===== src/common/iss_pkg.sv =====
// Package of constants and types for the internal signal source select block.
`default_nettype none
package iss_pkg;
	// ----------------------------------------------------------------
	// Register map
	// ----------------------------------------------------------------
	localparam logic [7:0] IDX_CLOCK_PIN = 8'h17;
	localparam logic [7:0] IDX_PWM_SRC = 8'h18;
	localparam logic [7:0] IDX_DAC_TRIG = 8'h19;
	localparam logic [7:0] ADDR_CLOCK_PIN = IDX_CLOCK_PIN << 2;
	localparam logic [7:0] ADDR_PWM_SRC = IDX_PWM_SRC << 2;
	localparam logic [7:0] ADDR_DAC_TRIG = IDX_DAC_TRIG << 2;
	localparam int ADDR_W = 8;
	localparam int BUS_W = 32;
	localparam int REG_W = 16;
	localparam logic [15:0] RESET_VALUE = 16'h0000;
	// Writable bits of each register; all other bits are reserved.
	localparam logic [15:0] MASK_CLOCK_PIN = 16'h1000;
	localparam logic [15:0] MASK_PWM_SRC = 16'h29FF;
	localparam logic [15:0] MASK_DAC_TRIG = 16'h0077;
	// ----------------------------------------------------------------
	// Field positions
	// ----------------------------------------------------------------
	localparam int POS_CRYSTAL_PIN_FUNCTION = 12;
	localparam int POS_SECOND_FAULT_SOURCE = 13;
	localparam int POS_FIRST_FAULT_SOURCE = 11;
	localparam int POS_PAIR_ZERO_SOURCE = 0;
	localparam int POS_PAIR_ONE_SOURCE = 3;
	localparam int POS_PAIR_TWO_SOURCE = 6;
	localparam int POS_DAC_ZERO_TRIGGER = 0;
	localparam int POS_DAC_ONE_TRIGGER = 4;
	localparam int SEL_W = 3;
	// ----------------------------------------------------------------
	// Source codes
	// ----------------------------------------------------------------
	localparam logic [2:0] PSRC_PIN = 3'h0;
	localparam logic [2:0] PSRC_TIMER = 3'h1;
	localparam logic [2:0] PSRC_ADC = 3'h2;
	localparam logic [2:0] PSRC_CMPA = 3'h3;
	localparam logic [2:0] PSRC_CMPB = 3'h4;
	localparam logic [2:0] DSYNC_INTERVAL_TIMER_ZERO = 3'h0;
	localparam logic [2:0] DSYNC_PIT1 = 3'h1;
	localparam logic [2:0] DSYNC_PIT2 = 3'h2;
	localparam logic [2:0] DSYNC_PWM_RELOAD = 3'h3;
	localparam logic [2:0] DSYNC_TIMER0 = 3'h4;
	localparam logic [2:0] DSYNC_TIMER1 = 3'h5;
	// ----------------------------------------------------------------
	// Data widths and synchroniser slots
	// ----------------------------------------------------------------
	localparam int ADC_W = 12;
	localparam int PAIRS = 3;
	localparam int ASYNC_N = 8;
	localparam int SYN_FAULT1 = 0;
	localparam int SYN_FAULT2 = 1;
	localparam int SYN_PSRC0 = 2;
	localparam int SYN_PSRC1 = 3;
	localparam int SYN_CMPA = 4;
	localparam int SYN_CMPB = 5;
	localparam int SYN_XTAL_PIN = 6;
	localparam int SYN_OSC = 7;
	localparam int TIMER_PAIR0 = 0;
	localparam int TIMER_PAIR1 = 2;
	localparam int TIMER_PAIR2 = 3;
	localparam int TIMER_DAC0 = 0;
	localparam int TIMER_DAC1 = 1;
	// ----------------------------------------------------------------
	// State types
	// ----------------------------------------------------------------
	typedef struct packed {
		logic [1:0] drive;
	} iss_pair_state_type;
	typedef struct packed {
		logic [15:0] clock_pin_function_select;
		logic [15:0] pwm_input_source_select;
		logic [15:0] dac_trigger_source_select;
		logic [ASYNC_N-1:0] sync1;
		logic [ASYNC_N-1:0] sync2;
		logic [ASYNC_N-1:0] sync3;
		logic [ASYNC_N-1:0] stable;
		logic ack;
		logic [31:0] rdata;
		logic fault1;
		logic fault2;
		logic dac_sync0;
		logic dac_sync1;
		logic xtal_out;
		logic xtal_oe;
		logic ext_clk;
	} iss_top_state_type;
endpackage
`default_nettype wire


===== src/rtl/iss_pair_source.sv =====
// Source selector for one PWM output pair, with ADC limit comparison.
`timescale 1ns/1ps
`default_nettype none
module iss_pair_source
	import iss_pkg::*;
#(
	parameter bit HAS_PIN = 1'h1
)
(
	input wire logic clk, // System clock.
	input wire logic srst, // Synchronous reset, active high.
	input wire logic [2:0] sel, // Source select code.
	input wire logic pin_src, // Synchronised pin source.
	input wire logic timer_src, // Timer channel output.
	input wire logic cmpa_src, // Synchronised comparator A output.
	input wire logic cmpb_src, // Synchronised comparator B output.
	input wire logic [ADC_W-1:0] adc_result_slot, // ADC result of this slot.
	input wire logic [ADC_W-1:0] adc_high_limit, // High limit of this slot.
	input wire logic [ADC_W-1:0] adc_low_limit, // Low limit of this slot.
	output logic [1:0] drive // Bit 0 even output, bit 1 odd output.
);
	import iss_pkg::*;

	iss_pair_state_type st_reg;
	iss_pair_state_type st_next;

	// ----------------------------------------------------------------
	// Source multiplexer
	// ----------------------------------------------------------------
	// A one-bit source drives the even output true and the odd output inverted.
	// Reserved codes keep the pair where it was, so a stray code cannot glitch it.
	always_comb
	begin
		st_next = st_reg;
		case (sel)
			PSRC_PIN:
			begin
				if (HAS_PIN)
				begin
					st_next.drive = {~pin_src, pin_src};
				end
			end
			PSRC_TIMER: st_next.drive = {~timer_src, timer_src};
			PSRC_ADC:
			begin
				if (adc_result_slot > adc_high_limit)
				begin
					st_next.drive = 2'h2;
				end
				else if (adc_result_slot < adc_low_limit)
				begin
					st_next.drive = 2'h1;
				end
				// Between the limits the pair holds its level.
			end
			PSRC_CMPA: st_next.drive = {~cmpa_src, cmpa_src};
			PSRC_CMPB: st_next.drive = {~cmpb_src, cmpb_src};
			default: st_next = st_reg;
		endcase
	end

	// State register.
	always_ff @(posedge clk)
	begin
		if (srst)
		begin
			st_reg <= '0;
		end
		else
		begin
			st_reg <= st_next;
		end
	end

	assign drive = st_reg.drive;
endmodule // iss_pair_source
`default_nettype wire


===== src/rtl/iss_top.sv =====
// Internal signal source select registers and the multiplexers they steer.
// Function
// - Crystal pin bit 12: 0 drives oscillator out, 1 takes external clock in.
// - Bit 13 feeds second fault from pin, or comparator B when set.
// - Bit 11 feeds first fault from pin, or comparator A when set.
// - Pair two source: timer three, ADC slot two, comparator A or B.
// - Pair two ADC: above high drives even low odd high, below reverses.
// - Pair one source: pin, timer two, ADC slot one, comparator A or B.
// - Pair one ADC: above high drives even low odd high, below reverses.
// - Pair zero source: pin, timer zero, ADC slot zero, comparator A or B.
// - Pair zero ADC: above high drives even low odd high, below reverses.
// - DAC one trigger: interval timers, PWM reload sync, timer channels zero, one.
// - DAC zero trigger uses the same encoding from bits two to zero.
`timescale 1ns/1ps
`default_nettype none
module iss_top
	import iss_pkg::*;
(
	input wire logic REF_CLK, // System clock, 10 MHz.
	input wire logic SRST, // Synchronous reset, active high.
	input wire logic [iss_pkg::ADDR_W-1:0] AVS_ADDRESS, // Byte address.
	input wire logic AVS_READ, // Read request.
	input wire logic AVS_WRITE, // Write request.
	input wire logic [3:0] AVS_BYTEENABLE, // Byte lane enables.
	input wire logic [iss_pkg::BUS_W-1:0] AVS_WRITEDATA, // Write data.
	output logic [iss_pkg::BUS_W-1:0] AVS_READDATA, // Read data.
	output logic AVS_WAITREQUEST, // Stall of the current request.
	input wire logic OSC_OUT, // Crystal oscillator output.
	input wire logic XTAL_PIN_IN, // Crystal pin level in.
	output logic XTAL_PIN_OUT, // Crystal pin level out.
	output logic XTAL_PIN_OE, // Crystal pin drive enable.
	output logic EXT_CLK_IN, // External clock taken from the pin.
	input wire logic FAULT1_PIN, // First fault pin.
	input wire logic FAULT2_PIN, // Second fault pin.
	input wire logic PSRC0_PIN, // Pair zero source pin.
	input wire logic PSRC1_PIN, // Pair one source pin.
	input wire logic CMPA_OUT, // Comparator A output.
	input wire logic CMPB_OUT, // Comparator B output.
	input wire logic [3:0] TIMER_OUT, // Timer channel outputs 0 to 3.
	input wire logic [2:0] PIT_OUT, // Interval timer outputs 0 to 2.
	input wire logic PWM_RELOAD_SYNC, // PWM reload sync.
	input wire logic [iss_pkg::PAIRS-1:0][iss_pkg::ADC_W-1:0] ADC_RESULT, // Slot results.
	input wire logic [iss_pkg::PAIRS-1:0][iss_pkg::ADC_W-1:0] ADC_HIGH, // High limits.
	input wire logic [iss_pkg::PAIRS-1:0][iss_pkg::ADC_W-1:0] ADC_LOW, // Low limits.
	output logic PWM_FAULT1, // First fault input to PWM.
	output logic PWM_FAULT2, // Second fault input to PWM.
	output logic [2*iss_pkg::PAIRS-1:0] PAIR_DRIVE, // Pair sources, even bit first.
	output logic DAC_SYNC0, // DAC zero trigger.
	output logic DAC_SYNC1 // DAC one trigger.
);
	import iss_pkg::*;

	iss_top_state_type st_reg;
	iss_top_state_type st_next;
	logic [ASYNC_N-1:0] async_in;
	logic [PAIRS-1:0][SEL_W-1:0] pair_sel;
	logic [PAIRS-1:0] pair_pin;
	logic [PAIRS-1:0] pair_timer;
	logic request;
	logic [15:0] lane_mask;
	logic fault1_sel;
	logic fault2_sel;
	logic [2:0] dac0_sel;
	logic [2:0] dac1_sel;

	// ----------------------------------------------------------------
	// Input gathering and field views
	// ----------------------------------------------------------------
	// Pins and analog comparator outputs are asynchronous and pass the synchroniser.
	assign async_in[SYN_FAULT1] = FAULT1_PIN;
	assign async_in[SYN_FAULT2] = FAULT2_PIN;
	assign async_in[SYN_PSRC0] = PSRC0_PIN;
	assign async_in[SYN_PSRC1] = PSRC1_PIN;
	assign async_in[SYN_CMPA] = CMPA_OUT;
	assign async_in[SYN_CMPB] = CMPB_OUT;
	assign async_in[SYN_XTAL_PIN] = XTAL_PIN_IN;
	assign async_in[SYN_OSC] = OSC_OUT;

	// Register fields feeding the multiplexers; they act one edge after the write.
	assign fault1_sel = st_reg.pwm_input_source_select[POS_FIRST_FAULT_SOURCE];
	assign fault2_sel = st_reg.pwm_input_source_select[POS_SECOND_FAULT_SOURCE];
	assign pair_sel[0] = st_reg.pwm_input_source_select[POS_PAIR_ZERO_SOURCE +: SEL_W];
	assign pair_sel[1] = st_reg.pwm_input_source_select[POS_PAIR_ONE_SOURCE +: SEL_W];
	assign pair_sel[2] = st_reg.pwm_input_source_select[POS_PAIR_TWO_SOURCE +: SEL_W];
	assign dac0_sel = st_reg.dac_trigger_source_select[POS_DAC_ZERO_TRIGGER +: SEL_W];
	assign dac1_sel = st_reg.dac_trigger_source_select[POS_DAC_ONE_TRIGGER +: SEL_W];

	// Pair two has no pin source, so its pin slot is held low and unused.
	assign pair_pin = {1'h0, st_reg.stable[SYN_PSRC1], st_reg.stable[SYN_PSRC0]};
	assign pair_timer = {TIMER_OUT[TIMER_PAIR2], TIMER_OUT[TIMER_PAIR1], TIMER_OUT[TIMER_PAIR0]};

	// Bus request and byte lanes of the 16-bit registers.
	// Lanes three and two have no register bits behind them and are ignored.
	assign request = AVS_READ | AVS_WRITE;
	assign lane_mask = {{8{AVS_BYTEENABLE[1]}}, {8{AVS_BYTEENABLE[0]}}};

	// ----------------------------------------------------------------
	// Next-state logic
	// ----------------------------------------------------------------
	// Each request sees exactly one wait state, which leaves a full cycle to
	// register the read data so the bus never sees a combinational decode path.
	always_comb
	begin
		st_next = st_reg;
		// Three-stage synchroniser; a change counts once stages two and three agree.
		st_next.sync1 = async_in;
		st_next.sync2 = st_reg.sync1;
		st_next.sync3 = st_reg.sync2;
		st_next.stable = (st_reg.sync2 & st_reg.sync3)
			| (st_reg.stable & (st_reg.sync2 ^ st_reg.sync3));
		st_next.ack = request & ~st_reg.ack;
		// Read data are captured in the wait cycle; reserved bits read zero.
		if (request & ~st_reg.ack)
		begin
			if (AVS_ADDRESS == ADDR_CLOCK_PIN)
			begin
				st_next.rdata = {16'h0000, st_reg.clock_pin_function_select};
			end
			else if (AVS_ADDRESS == ADDR_PWM_SRC)
			begin
				st_next.rdata = {16'h0000, st_reg.pwm_input_source_select};
			end
			else if (AVS_ADDRESS == ADDR_DAC_TRIG)
			begin
				st_next.rdata = {16'h0000, st_reg.dac_trigger_source_select};
			end
			else
			begin
				st_next.rdata = 32'h0000_0000;
			end
		end
		// Writes land at the edge where waitrequest is low; unmapped ones are dropped.
		if (AVS_WRITE & st_reg.ack)
		begin
			if (AVS_ADDRESS == ADDR_CLOCK_PIN)
			begin
				st_next.clock_pin_function_select = ((st_reg.clock_pin_function_select
					& ~lane_mask) | (AVS_WRITEDATA[15:0] & lane_mask)) & MASK_CLOCK_PIN;
			end
			else if (AVS_ADDRESS == ADDR_PWM_SRC)
			begin
				st_next.pwm_input_source_select = ((st_reg.pwm_input_source_select
					& ~lane_mask) | (AVS_WRITEDATA[15:0] & lane_mask)) & MASK_PWM_SRC;
			end
			else if (AVS_ADDRESS == ADDR_DAC_TRIG)
			begin
				st_next.dac_trigger_source_select = ((st_reg.dac_trigger_source_select
					& ~lane_mask) | (AVS_WRITEDATA[15:0] & lane_mask)) & MASK_DAC_TRIG;
			end
		end
		// Crystal pin: driven by the oscillator, or released to take a clock in.
		st_next.xtal_oe = ~st_reg.clock_pin_function_select[POS_CRYSTAL_PIN_FUNCTION];
		st_next.xtal_out = st_reg.stable[SYN_OSC] &
			~st_reg.clock_pin_function_select[POS_CRYSTAL_PIN_FUNCTION];
		st_next.ext_clk = st_reg.stable[SYN_XTAL_PIN] &
			st_reg.clock_pin_function_select[POS_CRYSTAL_PIN_FUNCTION];
		// First fault input: pin, or comparator A when its select bit is set.
		if (fault1_sel)
		begin
			st_next.fault1 = st_reg.stable[SYN_CMPA];
		end
		else
		begin
			st_next.fault1 = st_reg.stable[SYN_FAULT1];
		end
		// Second fault input: pin, or comparator B when its select bit is set.
		if (fault2_sel)
		begin
			st_next.fault2 = st_reg.stable[SYN_CMPB];
		end
		else
		begin
			st_next.fault2 = st_reg.stable[SYN_FAULT2];
		end
		// DAC zero trigger; reserved codes give a quiet low trigger.
		case (dac0_sel)
			DSYNC_INTERVAL_TIMER_ZERO:
			begin
				st_next.dac_sync0 = PIT_OUT[0];
			end
			DSYNC_PIT1:
			begin
				st_next.dac_sync0 = PIT_OUT[1];
			end
			DSYNC_PIT2:
			begin
				st_next.dac_sync0 = PIT_OUT[2];
			end
			DSYNC_PWM_RELOAD:
			begin
				st_next.dac_sync0 = PWM_RELOAD_SYNC;
			end
			DSYNC_TIMER0:
			begin
				st_next.dac_sync0 = TIMER_OUT[TIMER_DAC0];
			end
			DSYNC_TIMER1:
			begin
				st_next.dac_sync0 = TIMER_OUT[TIMER_DAC1];
			end
			default:
			begin
				st_next.dac_sync0 = 1'h0;
			end
		endcase
		// DAC one trigger uses the same code table as DAC zero.
		case (dac1_sel)
			DSYNC_INTERVAL_TIMER_ZERO:
			begin
				st_next.dac_sync1 = PIT_OUT[0];
			end
			DSYNC_PIT1:
			begin
				st_next.dac_sync1 = PIT_OUT[1];
			end
			DSYNC_PIT2:
			begin
				st_next.dac_sync1 = PIT_OUT[2];
			end
			DSYNC_PWM_RELOAD:
			begin
				st_next.dac_sync1 = PWM_RELOAD_SYNC;
			end
			DSYNC_TIMER0:
			begin
				st_next.dac_sync1 = TIMER_OUT[TIMER_DAC0];
			end
			DSYNC_TIMER1:
			begin
				st_next.dac_sync1 = TIMER_OUT[TIMER_DAC1];
			end
			default:
			begin
				st_next.dac_sync1 = 1'h0;
			end
		endcase
	end

	// ----------------------------------------------------------------
	// State register
	// ----------------------------------------------------------------
	// Every field clears on reset, so each select starts at its default code.
	// The synchronisers clear too, so pins read low for a few cycles after reset.
	always_ff @(posedge REF_CLK)
	begin
		if (SRST)
		begin
			st_reg <= '0;
		end
		else
		begin
			st_reg <= st_next;
		end
	end

	// ----------------------------------------------------------------
	// Pair source selectors
	// ----------------------------------------------------------------
	// Software must keep pin selects consistent; the mux trusts its one pin input.
	genvar gi;
	generate
		for (gi = 0; gi < PAIRS; gi++)
		begin : g_pair
			iss_pair_source #(
				.HAS_PIN(gi != 2)
			) u_pair (
				.clk(REF_CLK),
				.srst(SRST),
				.sel(pair_sel[gi]),
				.pin_src(pair_pin[gi]),
				.timer_src(pair_timer[gi]),
				.cmpa_src(st_reg.stable[SYN_CMPA]),
				.cmpb_src(st_reg.stable[SYN_CMPB]),
				.adc_result_slot(ADC_RESULT[gi]),
				.adc_high_limit(ADC_HIGH[gi]),
				.adc_low_limit(ADC_LOW[gi]),
				.drive(PAIR_DRIVE[2*gi +: 2])
			);
		end
	endgenerate

	// ----------------------------------------------------------------
	// Outputs
	// ----------------------------------------------------------------
	// Waitrequest is combinational so a new request stalls in its very first cycle.
	assign AVS_WAITREQUEST = request & ~st_reg.ack;
	// Every other output comes straight from a flip-flop of the state.
	assign AVS_READDATA = st_reg.rdata;
	assign XTAL_PIN_OUT = st_reg.xtal_out;
	assign XTAL_PIN_OE = st_reg.xtal_oe;
	assign EXT_CLK_IN = st_reg.ext_clk;
	assign PWM_FAULT1 = st_reg.fault1;
	assign PWM_FAULT2 = st_reg.fault2;
	assign DAC_SYNC0 = st_reg.dac_sync0;
	assign DAC_SYNC1 = st_reg.dac_sync1;
endmodule // iss_top
`default_nettype wire


===== config.mk =====
export PLATFORM = sky130hd
export DESIGN_NAME = iss_top
export DESIGN_NICKNAME = d
export VERILOG_FILES = /design/src/common/iss_pkg.sv /design/src/rtl/iss_pair_source.sv /design/src/rtl/iss_top.sv
export SDC_FILE = /design/constraint.sdc
export NUM_CORES = 1
export LEC_CHECK = 0
export BUFFER_PORTS_ARGS = -buffer_cell sky130_fd_sc_hd__buf_2
export CAP_MARGIN = 20
export CORE_MARGIN = 2
export CORE_UTILIZATION = 25
export CTS_CLUSTER_DIAMETER = 120
export DETAILED_ROUTE_END_ITERATION = 8
export MAX_ROUTING_LAYER = met4
export PLACE_DENSITY = 0.58
export SLEW_MARGIN = 25
export SYNTH_ARGS = -nofsm -noshare
export SYNTH_HDL_FRONTEND = slang
export SYNTH_SLANG_ARGS = --single-unit

===== constraint.sdc =====
create_clock -name REF_CLK -period 2.15 [get_ports REF_CLK]
set_input_delay 0.3225 -clock REF_CLK [delete_from_list [all_inputs] [get_ports REF_CLK]]
set_output_delay 0.3225 -clock REF_CLK [all_outputs]
set_load 0.05 [all_outputs]

* After elaboration in Yosys (flattened, before gate mapping)
Index checks and enable logic that the tools add are counted.
** Word-level totals
- Input bits :: 172
- Bits in registers :: 96
- Logic and storage cells :: 110
- Output and inout bits :: 46
** Operators by class
- Bitwise operators :: 28
- Order comparisons :: 6
- Eq/ne operators :: 28
- Multiplexer cells :: 16
- Reductions and logical operators :: 13
** Operators by type and width (number)
- > comparator 12 bit :: 3
- < comparator 12 bit :: 3
- two-way mux 32 bit :: 1
- equality test 3 x 2 -> 1 bit (second input constant) :: 10
- bitwise AND 14 bit :: 2
- equality test 8 x 7 -> 1 bit (second input constant) :: 3
- equality test 3 bit (second input constant) :: 7
- case mux 2 bit (5 select lines) :: 2
- bitwise AND 8 bit :: 2
- equality test 3 x 1 -> 1 bit (second input constant) :: 5
- two-way mux 14 bit :: 1
- NOT 14 bit :: 1
- bitwise OR 14 bit :: 1
- bitwise AND 13 bit :: 1
- bitwise OR 13 bit :: 1
- zero test 3 bit :: 4
- two-way mux 2 bit :: 6
- case mux 1 bit (6 select lines) :: 2
- NOT 1 bit :: 11
- nonzero test 5 bit :: 2
- inequality test 3 x 1 -> 1 bit (second input constant) :: 3
- bitwise OR 8 bit :: 1
- case mux 2 bit (4 select lines) :: 1
- AND reduction 2 bit :: 4
- other kinds (10) :: 14

* Longest topological paths before layout
Gate-level depths: netlist of the first run.
- Depth in word-level cells :: 4
- Gate-level depth with buffers :: 8
- Depth with buffers taken out :: 8

* Cells and area by module
From an unflattened synthesis of the first run, not the netlist that was laid out.
** Unflattened totals
- Cells, all modules :: 599
- Area, all modules :: 5171.2 sq um
** Modules (own cells, without submodules)
- iss_top :: seq. area each 1401.3 sq um, cells each 301, area an instance 2941.6 sq um, instances 1
- iss_pair_source (g_pair[0].u_pair ...) :: seq. area each 40.0 sq um, cells each 100, area an instance 753.2 sq um, instances 2
- iss_pair_source (g_pair[2].u_pair) :: seq. area each 40.0 sq um, cells each 98, area an instance 723.2 sq um, instances 1

* Least setup slack after synthesis of the first run
Ideal clock, no wire load.
- Path type :: input -> register
- Start :: input port ADC_HIGH[31] in the netlist's numbering
- End :: register g_pair[2].u_pair.st_reg, in the netlist g_pair[2].u_pair.drive[0]
- Arrival :: 1.854 ns
- Buffers on the path :: 0
- Slack :: 0.178 ns
- Library setup time :: 0.118 ns
- Stages on the path :: 8
- Required time :: 2.032 ns
- Path through :: inv_1 ha_1 a21oi_2 o21a_1 nor2_1 o41a_1 or3_4 mux2i_1
** Between the ends
- Word-level cells in the longest chain between the ends :: 3
- Elaborated cells on any way between the ends :: 5
- Classes of those cells :: 1 x order compare; 1 x eq/ne; 2 x mux; 1 x reduce/logical
** RTL lines
- start: declaration :: RTL line iss_top.sv:43 : input wire logic [iss_pkg::PAIRS-1:0][iss_pkg::ADC_W-1:0] ADC_HIGH,
- > comparator 12 bit * :: RTL line iss_pair_source.sv:46 : if (adc_result_slot > adc_high_limit)
- two-way mux 2 bit or inequality test 3 x 1 -> 1 bit (tied branches)
- case mux 2 bit (4 select lines) or AND reduction 2 bit (tied branches)
- end signal: assignment :: RTL line iss_pair_source.sv:71 : st_reg <= st_next;
- end: declaration :: RTL line iss_pair_source.sv:24 : iss_pair_state_type st_reg;
Every way passes the cells marked *; elsewhere a longest branch is shown, timed or not.
A chain may end at the register's enable or synchronous reset.

* Worst setup path after layout of the first run
- Start :: input port ADC_RESULT[29] in the netlist's numbering
- End :: register g_pair[2].u_pair.st_reg, in the netlist g_pair[2].u_pair.drive[0]
** Between the ends
- Word-level cells in the longest chain between the ends :: 3
- Elaborated cells on any way between the ends :: 6
- Classes of those cells :: 2 x order compare; 1 x eq/ne; 2 x mux; 1 x reduce/logical
** RTL lines
- start: declaration :: RTL line iss_top.sv:42 : input wire logic [iss_pkg::PAIRS-1:0][iss_pkg::ADC_W-1:0] ADC_RESULT,
- > comparator 12 bit or < comparator 12 bit (tied branches) :: RTL line iss_pair_source.sv:46, iss_pair_source.sv:50
- two-way mux 2 bit or inequality test 3 x 1 -> 1 bit (tied branches)
- case mux 2 bit (4 select lines) or AND reduction 2 bit (tied branches)
Several ways; a longest one is shown, not always the timed one.

==> qor.json, run 1 <==
{
  "async_reset_ff_share": {"value": 0, "unit": "%"},
  "run_status": {"value": "complete, no violations"},
  "required": {"value": 2.37, "unit": "ns"},
  "p_per_area": {"value": 584, "unit": "nW/µm²"},
  "cp_slowest_cell": {"value": "sky130_fd_sc_hd__o41a_1"},
  "ctsHtreeMaxLevel": {"value": 3},
  "final_hold_viol_count": {"value": 0},
  "switchingPower": {"value": 0.00100, "unit": "W"},
  "rsz_0062_raised_after_global_routing": {"value": "false"},
  "intPower": {"value": 0.00266, "unit": "W"},
  "cts.reportedPaths.clkPinSlew": {"value": 0.06, "unit": "ns"},
  "maxCapViolations": {"value": 0},
  "port_buffers": {"value": 175},
  "critical_path_cell_by_cell": {"value": "buf_2 > ha_1 > a21oi_1 > o21a_1 > nor2_1 > o41a_1 > or3_4 > mux2i_1"},
  "globalRoute.totalOverflow": {"value": 0},
  "route.vias.total": {"value": 4258},
  "hold_class": {"value": "in2reg"},
  "timing.hold.worst_path_depth": {"value": 2},
  "first_pass_iters": {"value": 4},
  "wire_length_of_the_first_global_routing_pass": {"value": 18300, "unit": "µm"},
  "global_route.usage.total": {"value": 11.4, "unit": "%"},
  "cp_slowest_stage_delay": {"value": 0.45, "unit": "ns"},
  "period_utilisation_layout": {"value": 84.7, "unit": "%"},
  "clock-sinks": {"value": 76},
  "finalNetCount": {"value": 991},
  "synth.yosys.seq_area_share": {"value": 30.9, "unit": "%"},
  "floorplan.die.width": {"value": 144, "unit": "µm"},
  "place_area": {"value": 5960, "unit": "µm²"},
  "pwr-share-comb": {"value": 18.5, "unit": "%"},
  "final_core_utilization": {"value": 32.3, "unit": "%"},
  "irDropWorstVdd": {"value": 0.000383, "unit": "V"},
  "tritoncts_clock_tree": {"value": "done"},
  "cts_root_buffer": {"value": "sky130_fd_sc_hd__clkbuf_16"},
  "core.rowCount": {"value": 51},
  "total_leakage_power": {"value": 3.17, "unit": "nW"},
  "yosys-top-cells-area": {"value": "sky130_fd_sc_hd__dfxtp_1 31%, sky130_fd_sc_hd__ha_1 20%, sky130_fd_sc_hd__inv_1 5.8%"},
  "crit_family": {"value": "compound AO/OA/AOI/OAI gates"},
  "cts_buffers": {"value": 9},
  "dp_hpwl": {"value": 9870, "unit": "µm"},
  "n_antenna_cell": {"value": 0},
  "cts_hold_buf": {"value": 0},
  "path_length_in_cells_of_the_critical_path": {"value": 8},
  "netSwitchingFraction": {"value": 27.4, "unit": "%"},
  "cts_max_path_buffers": {"value": 2},
  "synth_largest_area_cell": {"value": "sky130_fd_sc_hd__dfxtp_1"},
  "detailed_route_wl": {"value": 11600, "unit": "µm"},
  "timing_worst_setup_path_type": {"value": "in2reg"},
  "ys.flop_type": {"value": "sky130_fd_sc_hd__dfxtp_1"},
  "drc": {"value": 0},
  "p_seq_share": {"value": 39.8, "unit": "%"},
  "max-slew-margin-rel": {"value": 57.5, "unit": "%"},
  "endpoint_kind": {"value": "flop"},
  "cts_setup_buffers": {"value": 0},
  "synthesis.area": {"value": 4920, "unit": "µm²"},
  "crit_arrival": {"value": 2.04, "unit": "ns"},
  "synth_edf_count": {"value": 0},
  "r2r_cells": {"value": 5},
  "cts-resized-gates": {"value": 0},
  "worst-r2r-setup-slack": {"value": 0.59, "unit": "ns"},
  "layout-drive-gt1-share": {"value": 27.8, "unit": "%"},
  "initial_utilization": {"value": 25.3, "unit": "%"},
  "yosysWarningCount": {"value": 0},
  "fin_crit": {"value": 1.82, "unit": "ns"},
  "layout-area-overhead-vs-synth": {"value": 27.5, "unit": "%"},
  "design_area": {"value": 6270, "unit": "µm²"},
  "report.final.slew_viol_count": {"value": 0},
  "drt-initial-drc-count": {"value": 110},
  "p_clk_share": {"value": 41.7, "unit": "%"},
  "netlist-cell-type-count": {"value": 50},
  "synth_cells": {"value": 578},
  "synthDominantCellAreaShare": {"value": 30.9, "unit": "%"},
  "dieHeight": {"value": 144, "unit": "µm"},
  "design.die.area": {"value": 20800, "unit": "µm²"},
  "pin_count_of_the_biggest_net_entering_global_routing": {"value": 31},
  "setup_viol": {"value": 0},
  "postSynthAreaPerCell": {"value": 8.51, "unit": "µm²"},
  "first_global_vias": {"value": 4065},
  "synth_register_bits": {"value": 76},
  "core": {"value": 19400, "unit": "µm²"},
  "post_drt_wl_per_cell": {"value": 11.5, "unit": "µm"},
  "antenna_found_initial": {"value": 0},
  "gp_congestion": {"value": 0.784},
  "critical_path.n_buffers_inverters": {"value": 1},
  "clock-skew-final": {"value": 0.00764, "unit": "ns"},
  "final_antenna_net_count": {"value": 0},
  "tightestPinTransition": {"value": 0.638, "unit": "ns"},
  "worst-path-max-fanout": {"value": 4},
  "maxClockFrequency": {"value": 0.549, "unit": "GHz"},
  "io-pin-count": {"value": 218},
  "clk-insertion-delay-late": {"value": 0.33, "unit": "ns"},
  "post_drt_via_cell_ratio": {"value": 4.21},
  "startpoint_type": {"value": "input port"}
}
-- layout by cell type (no fill, tap or decap), drive strengths merged, types with 3 or more instances in the layout --
master      n
nand3      11
nand2      22
nand4      12
a21oi      40
nor2       63
nor2b      36
o211ai      5
dfxtp      76
nor3       12
and4        5
o21ai      13
inv        78
mux2i      26
conb       20
buf       183
clkinvlp    3
a211oi      6
a21o        3
ha         77
a221oi      8
a21boi      4
clkbuf     10
o21a        4
-- power by group through the flow --
| stage | sequential [W] | combinational, W | clock (W) |
|---|---|---|---|
| 2_1_floorplan | 0.00150 | 0.000450 | 0 |
| 3_3_place_gp | 0.00149 | 0.000673 | 0 |
| 3_5_place_dp | 0.00149 | 0.000683 | 0 |
| 4_1_cts | 0.00146 | 0.000687 | 0.00158 |
| 5_1_grt | 0.00146 | 0.000770 | 0.00165 |
| 6_report | 0.00145 | 0.000677 | 0.00153 |
-- layer usage --
layer	share of wire, %	track usage [%]	wire (µm)
met1	45	13.6	5270
met2	48	19.7	5600
met3	5.1	2.38	594
met4	1.3	2.96	151
met5	0	-	0
-- logic make-up (layout without fill, tap and decap cells) --
| logic type | after synthesis | after routing | share of synthesized area (%) |
|---|---|---|---|
| AO/OA/AOI/OAI | 96 | 96 | 12.8 |
| XOR/XNOR | 1 | 1 | 0.178 |
| adder cells (fa/ha/maj) | 77 | 77 | 19.6 |
| buffers and inverters | 125 | 275 | 12.1 |
| flip-flops | 76 | 76 | 30.9 |
| multiplexers | 30 | 30 | 6.67 |
| other | 1 | 20 | 0.0763 |
| AND/OR/NAND/NOR | 172 | 172 | 17.6 |
-- path summary, 6_finish.rpt --
check	startpoint	endpoint
max reg2reg	flop	g_pair[0].u_pair.drive[0]$_SDFFE_PP0P_
min	OSC_OUT	st_next[63]$_SDFF_PP0_
min reg2reg	st_next[57]$_SDFF_PP0_	st_next[49]$_SDFF_PP0_
max	ADC_RESULT[29]	g_pair[2].u_pair.drive[0]$_SDFFE_PP0P_
-- Yosys cell counts, drive strengths merged, types with 2 or more instances --
library cell / n
o211a: 2
o41ai: 2
mux2: 2
a211oi: 6
nor3: 12
nor2b: 36
nand3: 11
a21boi: 4
ha: 77
o211ai: 5
nor2: 63
dfxtp: 76
o21ai: 13
buf: 37
a21o: 3
o21a: 4
and4: 5
nand4: 12
mux2i: 26
nand2: 22
or3: 2
a221oi: 8
mux4: 2
clkbuf: 12
a21oi: 40
nand2b: 2
inv: 76
-- final cells by class --
type / instances / area (µm²)
clock buffer: 10 / 239
clock inverter: 6 / 70.1
fill: 2100 / 13100
inverter: 76 / 285
multi-input combinational: 396 / 2870
sequential: 76 / 1520
tap: 265 / 332
timing repair buffer: 183 / 948
-- metrics by stage --
stage | hold WS (ns) | std cells | setup WS (ns) | TNS, ns | total power, W
after floorplan | 0.414 | 597 | 0.178 | 0 | 0.00195
after global placement | 0.421 | 996 | -0.0160 | -0.0160 | 0.00216
after detailed placement | 0.423 | 996 | -0.0258 | -0.0258 | 0.00217
after CTS | 0.182 | 1012 | 0.324 | 0 | 0.00372
after global routing | 0.199 | 1012 | 0.151 | 0 | 0.00388
final | 0.198 | 1012 | 0.330 | 0 | 0.00366
No activity file was read; power rests on OpenSTA's default activity.
==> run 2, diff against run 1 <==
Settings changed: PLACE_DENSITY 0.58 to 0.59.
Clock period 2.15 ns to 1.65 ns, I/O delays scaled along.
==> qor.json, run 2 (same netlist as run 1, synthesis figures left out) <==
{
  "run_status": {"value": "finished with violations", "change": "was complete, no violations"},
  "failing_checks": {"value": "setup timing"},
  "startpoint_type": {"value": "input port", "change": "unchanged"},
  "io-pin-count": {"value": 218, "change": "unchanged"},
  "hold-worst-slack": {"value": 0.126, "unit": "ns", "change": "was 0.198 ns"},
  "switchingPower": {"value": 0.00138, "unit": "W", "change": "was 0.00100 W"},
  "min-delay-start": {"value": "PSRC0_PIN", "change": "was OSC_OUT"},
  "dp_hpwl": {"value": 10600, "unit": "µm", "change": "was 9870 µm"},
  "required": {"value": 1.87, "unit": "ns", "change": "was 2.37 ns"},
  "ctsHtreeMaxLevel": {"value": 3, "change": "unchanged"},
  "finalNonFillerCells": {"value": 1050, "change": "was 1012"},
  "min_to": {"value": "st_next[58]$_SDFF_PP0_", "change": "was st_next[63]$_SDFF_PP0_"},
  "core": {"value": 19400, "unit": "µm²", "change": "unchanged"},
  "setup_viol": {"value": 1, "change": "was 0"},
  "post-route-worst-setup-slack": {"value": -0.0244, "unit": "ns", "change": "was 0.330 ns"},
  "p_clk_share": {"value": 42.4, "unit": "%", "change": "was 41.7%"},
  "design.die.area": {"value": 20800, "unit": "µm²", "change": "unchanged"},
  "endpoint_kind": {"value": "flop", "change": "unchanged"},
  "worst-path-max-fanout": {"value": 4, "change": "unchanged"},
  "maxCapViolations": {"value": 0, "change": "unchanged"},
  "final_core_utilization": {"value": 35.8, "unit": "%", "change": "was 32.3%"},
  "design_area": {"value": 6950, "unit": "µm²", "change": "was 6270 µm²"},
  "rsz_0062_raised_after_global_routing": {"value": "true", "change": "was false"},
  "n_antenna_cell": {"value": 0, "change": "unchanged"},
  "cts_max_path_buffers": {"value": 2, "change": "unchanged"},
  "floorplan.die.width": {"value": 144, "unit": "µm", "change": "unchanged"},
  "fin_crit": {"value": 1.67, "unit": "ns"},
  "layout_commonest_cell": {"value": "sky130_fd_sc_hd__buf_2", "change": "unchanged"},
  "final_hold_viol_count": {"value": 0, "change": "unchanged"},
  "layout_common_cells": {"value": "165 x sky130_fd_sc_hd__buf_2, 76 x sky130_fd_sc_hd__dfxtp_1, 68 x sky130_fd_sc_hd__inv_1", "change": "was 175 x sky130_fd_sc_hd__buf_2, 77 x sky130_fd_sc_hd__ha_1, 76 x sky130_fd_sc_hd__dfxtp_1, 76 x sky130_fd_sc_hd__inv_1, 63 x sky130_fd_sc_hd__nor2_1"},
  "cts_buffers": {"value": 9, "change": "unchanged"},
  "detailed_route_wl": {"value": 12600, "unit": "µm", "change": "was 11600 µm"},
  "netSwitchingFraction": {"value": 27.1, "unit": "%", "change": "was 27.4%"},
  "clock-sinks": {"value": 76, "change": "unchanged"},
  "tritoncts_clock_tree": {"value": "done", "change": "unchanged"},
  "antenna_found_initial": {"value": 0, "change": "unchanged"},
  "drc": {"value": 0, "change": "unchanged"},
  "port_buffers": {"value": 175, "change": "unchanged"},
  "route.vias.total": {"value": 4444, "change": "was 4258"},
  "first_pass_iters": {"value": 4, "change": "unchanged"},
  "intPower": {"value": 0.00373, "unit": "W", "change": "was 0.00266 W"},
  "irDropWorstVdd": {"value": 0.000629, "unit": "V", "change": "was 0.000383 V"},
  "dieHeight": {"value": 144, "unit": "µm", "change": "unchanged"},
  "clk-insertion-delay-late": {"value": 0.33, "unit": "ns", "change": "about the same"},
  "layout-area-overhead-vs-synth": {"value": 41.4, "unit": "%", "change": "was 27.5%"},
  "post_drt_wl_per_cell": {"value": 12.0, "unit": "µm", "change": "was 11.5 µm"},
  "maxClockFrequency": {"value": 0.597, "unit": "GHz"},
  "clock-skew-final": {"value": 0.00886, "unit": "ns", "change": "was 0.00764 ns"},
  "path_length_in_cells_of_the_critical_path": {"value": 9, "change": "was 8"},
  "global_route.usage.total": {"value": 11.9, "unit": "%", "change": "was 11.4%"},
  "crit_arrival": {"value": 1.89, "unit": "ns", "change": "was 2.04 ns"},
  "worst-r2r-setup-slack": {"value": 0.08, "unit": "ns", "change": "was 0.59 ns"},
  "pwr-share-comb": {"value": 20.5, "unit": "%", "change": "was 18.5%"},
  "place_area": {"value": 6380, "unit": "µm²", "change": "was 5960 µm²"},
  "cp_slowest_stage_delay": {"value": 0.46, "unit": "ns", "change": "was 0.45 ns"},
  "crit_family": {"value": "compound AO/OA/AOI/OAI gates", "change": "unchanged"},
  "critical_path_cell_by_cell": {"value": "buf_6 > inv_4 > ha_4 > a21oi_2 > o21a_1 > nor2_1 > o41a_1 > or3_4 > mux2i_1", "change": "was buf_2 > ha_1 > a21oi_1 > o21a_1 > nor2_1 > o41a_1 > or3_4 > mux2i_1"},
  "first_global_vias": {"value": 4268, "change": "was 4065"},
  "critical_path.n_buffers_inverters": {"value": 2, "change": "was 1"},
  "pin_count_of_the_biggest_net_entering_global_routing": {"value": 21, "change": "was 31"},
  "core.rowCount": {"value": 51, "change": "unchanged"},
  "r2r_cells": {"value": 6, "change": "was 5"},
  "post_drt_via_cell_ratio": {"value": 4.23, "change": "was 4.21"},
  "period_utilisation_layout": {"value": 101, "unit": "%"},
  "p_seq_share": {"value": 37.1, "unit": "%", "change": "was 39.8%"},
  "total_leakage_power": {"value": 3.43, "unit": "nW", "change": "was 3.17 nW"},
  "report.final.slew_viol_count": {"value": 0, "change": "unchanged"},
  "p_per_area": {"value": 736, "unit": "nW/µm²", "change": "was 584 nW/µm²"},
  "final_antenna_net_count": {"value": 0, "change": "unchanged"},
  "gp_congestion": {"value": 0.774, "change": "was 0.784"},
  "initial_utilization": {"value": 25.3, "unit": "%", "change": "unchanged"},
  "hold_class": {"value": "in2reg", "change": "unchanged"},
  "placed_cells_incl_taps": {"value": 1035, "change": "was 996"},
  "cp_slowest_cell": {"value": "sky130_fd_sc_hd__o41a_1", "change": "unchanged"},
  "cts.reportedPaths.clkPinSlew": {"value": 0.06, "unit": "ns", "change": "about the same"},
  "r2r-end": {"value": "g_pair[0].u_pair.drive[0]$_SDFFE_PP0P_", "change": "unchanged"},
  "setup-tns-final": {"value": -0.0244, "unit": "ns", "change": "was 0 ns"},
  "layout-drive-gt1-share": {"value": 36.3, "unit": "%", "change": "was 27.8%"},
  "globalRoute.totalOverflow": {"value": 0, "change": "unchanged"},
  "timing_worst_setup_path_type": {"value": "in2reg", "change": "unchanged"},
  "cts_root_buffer": {"value": "sky130_fd_sc_hd__clkbuf_16", "change": "unchanged"},
  "wire_length_of_the_first_global_routing_pass": {"value": 19200, "unit": "µm", "change": "was 18300 µm"},
  "finalNetCount": {"value": 1029, "change": "was 991"},
  "drt-initial-drc-count": {"value": 107, "change": "was 110"},
  "timing.hold.worst_path_depth": {"value": 2, "change": "unchanged"}
}
==> run 2: cell types whose count changed in the layout (fill, tap and decap cells not counted), sizes merged <==
| cell | delta |
|---|---|
| buf | +38 |
| clkinvlp | -2 |
| bufinv | +1 |
| clkinv | +1 |
==> run 2: repair_timing <==
action                                  4_1_cts  5_1_grt
pin swaps                                     7       25
endpoints found under the setup margin        4        6
setup buffers                                 0        1
resized for setup                             7       43
hold buffers                                  0        0
==> run 2: per-layer routing <==
layer	global-route usage [%]	wire [µm]
met1	14.7	5810
met3	2.58	554
met4	1.89	86
met5	-	0
met2	20.3	6170
==> run 2: layout make-up <==
cell class                      instances  area (µm²)
Tap cell                              265         332
Sequential cell                        76        1520
Inverter                               76         305
Clock inverter                          6        93.8
Clock buffer                           10         239
Timing Repair Buffer                  221        1330
Fill cell                            2053       12400
Multi-Input combinational cell        396        3130
==> run 2: worst max path at each step <==
| stage | from | to | slack (ns) |
|---|---|---|---|
| floorplan | ADC_HIGH[29] | g_pair[2].u_pair.drive[0]$_SDFFE_PP0P_ | -0.18 |
| global placement | ADC_HIGH[29] | g_pair[2].u_pair.drive[0]$_SDFFE_PP0P_ | -0.45 |
| detailed placement | ADC_HIGH[29] | g_pair[2].u_pair.drive[0]$_SDFFE_PP0P_ | -0.47 |
| CTS | ADC_HIGH[25] | g_pair[2].u_pair.drive[0]$_SDFFE_PP0P_ | -0.11 |
| global route | ADC_HIGH[32] | g_pair[2].u_pair.drive[0]$_SDFFE_PP0P_ | -0.1 |
| finish | ADC_HIGH[31] | g_pair[2].u_pair.drive[0]$_SDFFE_PP0P_ | -0.02 |
==> run 2: power by group through the flow <==
stage	clock network [W]	registers, W	logic, W
floorplan	0	0.00196	0.000604
global placement	0	0.00194	0.000971
detailed placement	0	0.00194	0.000986
CTS	0.00222	0.00190	0.00100
global route	0.00230	0.00190	0.00118
finish	0.00217	0.00190	0.00105
==> run 2: per-stage QoR <==
| step | setup WS (ns) | power [W] |
|---|---|---|
| 5_1_grt | -0.0988 | 0.00538 |
| 3_3_place_gp | -0.448 | 0.00291 |
| 2_1_floorplan | -0.183 | 0.00256 |
| 4_1_cts | -0.111 | 0.00512 |
| 3_5_place_dp | -0.468 | 0.00292 |
| 6_report | -0.0244 | 0.00512 |
==> run 3, diff against run 2 <==
Settings changed: CORE_ASPECT_RATIO from default to 0.7.
==> qor.json, run 3 (same netlist as run 1, synthesis figures left out) <==
{
  "clk-insertion-delay-late": {"value": 0.33, "unit": "ns", "change": "about the same"},
  "report.final.slew_viol_count": {"value": 0, "change": "unchanged"},
  "hold_class": {"value": "in2reg", "change": "unchanged"},
  "drt-initial-drc-count": {"value": 136, "change": "was 107"},
  "irDropWorstVdd": {"value": 0.000453, "unit": "V", "change": "was 0.000629 V"},
  "period_utilisation_layout": {"value": 103, "unit": "%", "change": "was 101%"},
  "layout_common_cells": {"value": "171 x sky130_fd_sc_hd__buf_2, 75 x sky130_fd_sc_hd__dfxtp_1, 72 x sky130_fd_sc_hd__inv_1", "change": "was 165 x sky130_fd_sc_hd__buf_2, 76 x sky130_fd_sc_hd__dfxtp_1, 68 x sky130_fd_sc_hd__inv_1"},
  "fin_crit": {"value": 1.69, "unit": "ns", "change": "was 1.67 ns"},
  "startpoint_type": {"value": "input port", "change": "unchanged"},
  "cts.reportedPaths.clkPinSlew": {"value": 0.06, "unit": "ns", "change": "about the same"},
  "core": {"value": 19100, "unit": "µm²", "change": "was 19400 µm²"},
  "switchingPower": {"value": 0.00137, "unit": "W", "change": "was 0.00138 W"},
  "total_power": {"value": 0.00505, "unit": "W", "change": "was 0.00512 W"},
  "cts_setup_buffers": {"value": 0, "change": "unchanged"},
  "dp_hpwl": {"value": 11100, "unit": "µm", "change": "was 10600 µm"},
  "wire_length_of_the_first_global_routing_pass": {"value": 20700, "unit": "µm", "change": "was 19200 µm"},
  "pwr-share-comb": {"value": 19.5, "unit": "%", "change": "was 20.5%"},
  "endpoint_kind": {"value": "flop", "change": "unchanged"},
  "timing_worst_setup_path_type": {"value": "in2reg", "change": "unchanged"},
  "cts_buffers": {"value": 9, "change": "unchanged"},
  "worst-r2r-setup-slack": {"value": 0.16, "unit": "ns", "change": "was 0.08 ns"},
  "global_route.usage.total": {"value": 13.1, "unit": "%", "change": "was 11.9%"},
  "p_seq_share": {"value": 37.5, "unit": "%", "change": "was 37.1%"},
  "pin_count_of_the_biggest_net_entering_global_routing": {"value": 28, "change": "was 21"},
  "dr_wl_met2": {"value": 5460, "unit": "µm", "change": "was 6170 µm"},
  "antenna_found_initial": {"value": 1, "change": "was 0"},
  "dieHeight": {"value": 121, "unit": "µm", "change": "was 144 µm"},
  "gp_congestion": {"value": 0.790, "change": "was 0.774"},
  "final_core_utilization": {"value": 35.3, "unit": "%", "change": "was 35.8%"},
  "place_area": {"value": 6310, "unit": "µm²", "change": "was 6380 µm²"},
  "p_clk_share": {"value": 43.0, "unit": "%", "change": "was 42.4%"},
  "total_leakage_power": {"value": 3.38, "unit": "nW", "change": "was 3.43 nW"},
  "r2r-end": {"value": "g_pair[0].u_pair.drive[0]$_SDFFE_PP0P_", "change": "unchanged"},
  "core.rowCount": {"value": 42, "change": "was 51"},
  "design.die.area": {"value": 20800, "unit": "µm²", "change": "about the same"},
  "rsz_0062_raised_after_global_routing": {"value": "true", "change": "unchanged"},
  "detailed_route_wl": {"value": 13000, "unit": "µm", "change": "was 12600 µm"},
  "crit_arrival": {"value": 1.91, "unit": "ns", "change": "was 1.89 ns"},
  "crit_path_start": {"value": "ADC_RESULT[35]", "change": "was ADC_HIGH[31]"},
  "drc": {"value": 0, "change": "unchanged"},
  "post-route-worst-setup-slack": {"value": -0.0430, "unit": "ns", "change": "was -0.0244 ns"},
  "clock-sinks": {"value": 76, "change": "unchanged"},
  "setup-tns-final": {"value": -0.0430, "unit": "ns", "change": "was -0.0244 ns"},
  "maxUsedRoutingLayer": {"value": "met4", "change": "unchanged"},
  "layout-drive-gt1-share": {"value": 33.7, "unit": "%", "change": "was 36.3%"},
  "cts_hold_buf": {"value": 0, "change": "unchanged"},
  "first_pass_iters": {"value": 4, "change": "unchanged"},
  "first_global_vias": {"value": 4196, "change": "was 4268"},
  "globalRoute.totalOverflow": {"value": 0, "change": "unchanged"},
  "post-place-ws": {"value": -0.447, "unit": "ns", "change": "was -0.468 ns"},
  "layout-area-overhead-vs-synth": {"value": 37.0, "unit": "%", "change": "was 41.4%"},
  "required": {"value": 1.87, "unit": "ns", "change": "about the same"},
  "intPower": {"value": 0.00368, "unit": "W", "change": "was 0.00373 W"},
  "final_hold_viol_count": {"value": 0, "change": "unchanged"},
  "r2r_cells": {"value": 6, "change": "unchanged"},
  "maxCapViolations": {"value": 0, "change": "unchanged"},
  "cts_max_path_buffers": {"value": 2, "change": "unchanged"},
  "maxClockFrequency": {"value": 0.591, "unit": "GHz", "change": "was 0.597 GHz"},
  "netSwitchingFraction": {"value": 27.2, "unit": "%", "change": "was 27.1%"},
  "post_drt_wl_per_cell": {"value": 12.5, "unit": "µm", "change": "was 12.0 µm"},
  "p_per_area": {"value": 750, "unit": "nW/µm²", "change": "was 736 nW/µm²"},
  "run_status": {"value": "finished with violations", "change": "unchanged"},
  "met3_wirelength": {"value": 889, "unit": "µm", "change": "was 554 µm"},
  "setup_viol": {"value": 1, "change": "unchanged"},
  "io-pin-count": {"value": 218, "change": "unchanged"},
  "initial_utilization": {"value": 25.8, "unit": "%", "change": "was 25.3%"},
  "failing_checks": {"value": "setup timing", "change": "unchanged"},
  "cp-endpoint": {"value": "g_pair[2].u_pair.drive[0]$_SDFFE_PP0P_", "change": "unchanged"},
  "floorplan.die.width": {"value": 172, "unit": "µm", "change": "was 144 µm"},
  "final_antenna_net_count": {"value": 0, "change": "unchanged"},
  "ctsHtreeMaxLevel": {"value": 3, "change": "unchanged"},
  "finalNetCount": {"value": 1024, "change": "was 1029"},
  "layout_commonest_cell": {"value": "sky130_fd_sc_hd__buf_2", "change": "unchanged"},
  "detail_route.wirelength.met1": {"value": 6610, "unit": "µm", "change": "was 5810 µm"},
  "clock-skew-final": {"value": 0.00638, "unit": "ns", "change": "was 0.00886 ns"},
  "cts_root_buffer": {"value": "sky130_fd_sc_hd__clkbuf_16", "change": "unchanged"},
  "post_drt_via_cell_ratio": {"value": 4.18, "change": "was 4.23"},
  "tritoncts_clock_tree": {"value": "done", "change": "unchanged"},
  "design_area": {"value": 6740, "unit": "µm²", "change": "was 6950 µm²"},
  "route.vias.total": {"value": 4370, "change": "was 4444"},
  "worst-path-max-fanout": {"value": 4, "change": "unchanged"},
  "port_buffers": {"value": 175, "change": "unchanged"}
}
## run 3: power by group through the flow
stage,sequential (W),combinational (W),clock (W)
final,0.00189,0.000987,0.00217
after global routing,0.00190,0.00112,0.00231
after CTS,0.00190,0.000979,0.00223
after detailed placement,0.00194,0.000964,0
after global placement,0.00193,0.000955,0
after floorplan,0.00196,0.000604,0
## run 3: how the worst min path moves through the flow
stage                             end  cells past startpoint                   start
6_report       st_next[56]$_SDFF_PP0_                      2              FAULT1_PIN
5_1_grt        st_next[56]$_SDFF_PP0_                      2              FAULT1_PIN
2_1_floorplan  st_next[56]$_SDFF_PP0_                      1              FAULT1_PIN
4_1_cts        st_next[57]$_SDFF_PP0_                      2              FAULT2_PIN
3_3_place_gp   st_next[51]$_SDFF_PP0_                      1  st_next[59]$_SDFF_PP0_
3_5_place_dp   st_next[51]$_SDFF_PP0_                      1  st_next[59]$_SDFF_PP0_
## run 3: layer usage
| layer | up-vias | track usage (%) |
|---|---|---|
| li1 | 2331 | - |
| met1 | 1920 | 18.2 |
| met2 | 115 | 19.2 |
| met3 | 4 | 3.91 |
| met4 | 0 | 1.69 |
| met5 | - | - |
## run 3: metrics by stage
| step | std cells | hold slack, ns |
|---|---|---|
| 6_report | 1045 | 0.122 |
| 5_1_grt | 1045 | 0.118 |
| 4_1_cts | 1044 | 0.110 |
| 3_5_place_dp | 1028 | 0.420 |
| 3_3_place_gp | 1028 | 0.419 |
| 2_1_floorplan | 597 | 0.376 |
## run 3: repair_timing
action / 4_1_cts / 5_1_grt
endpoints found under the setup margin: 3 / 6
gates cloned: 0 / 0
pin swaps: 2 / 9
endpoints found under the hold margin: 0 / 0
gates resized for setup: 8 / 13
## run 3: area by class of cell
class | count | area (µm²)
clock buffers | 10 | 239
well taps | 264 | 330
inverters | 76 | 300
fillers | 2013 | 12300
repair buffers | 216 | 1230
flip-flops and latches | 76 | 1520
clock inverters | 6 | 95.1
diodes | 1 | 2.50
multi-input cells | 396 | 3020
## run 3: critical path: stages
cell and delay (ns):
sky130_fd_sc_hd__buf_2 0.10, sky130_fd_sc_hd__ha_1 0.31, sky130_fd_sc_hd__nand4_1 0.12, sky130_fd_sc_hd__nor3_2 0.07, sky130_fd_sc_hd__a21boi_2 0.15, sky130_fd_sc_hd__o41a_1 0.37
sky130_fd_sc_hd__or3_4 0.42, sky130_fd_sc_hd__mux2i_1 0.13
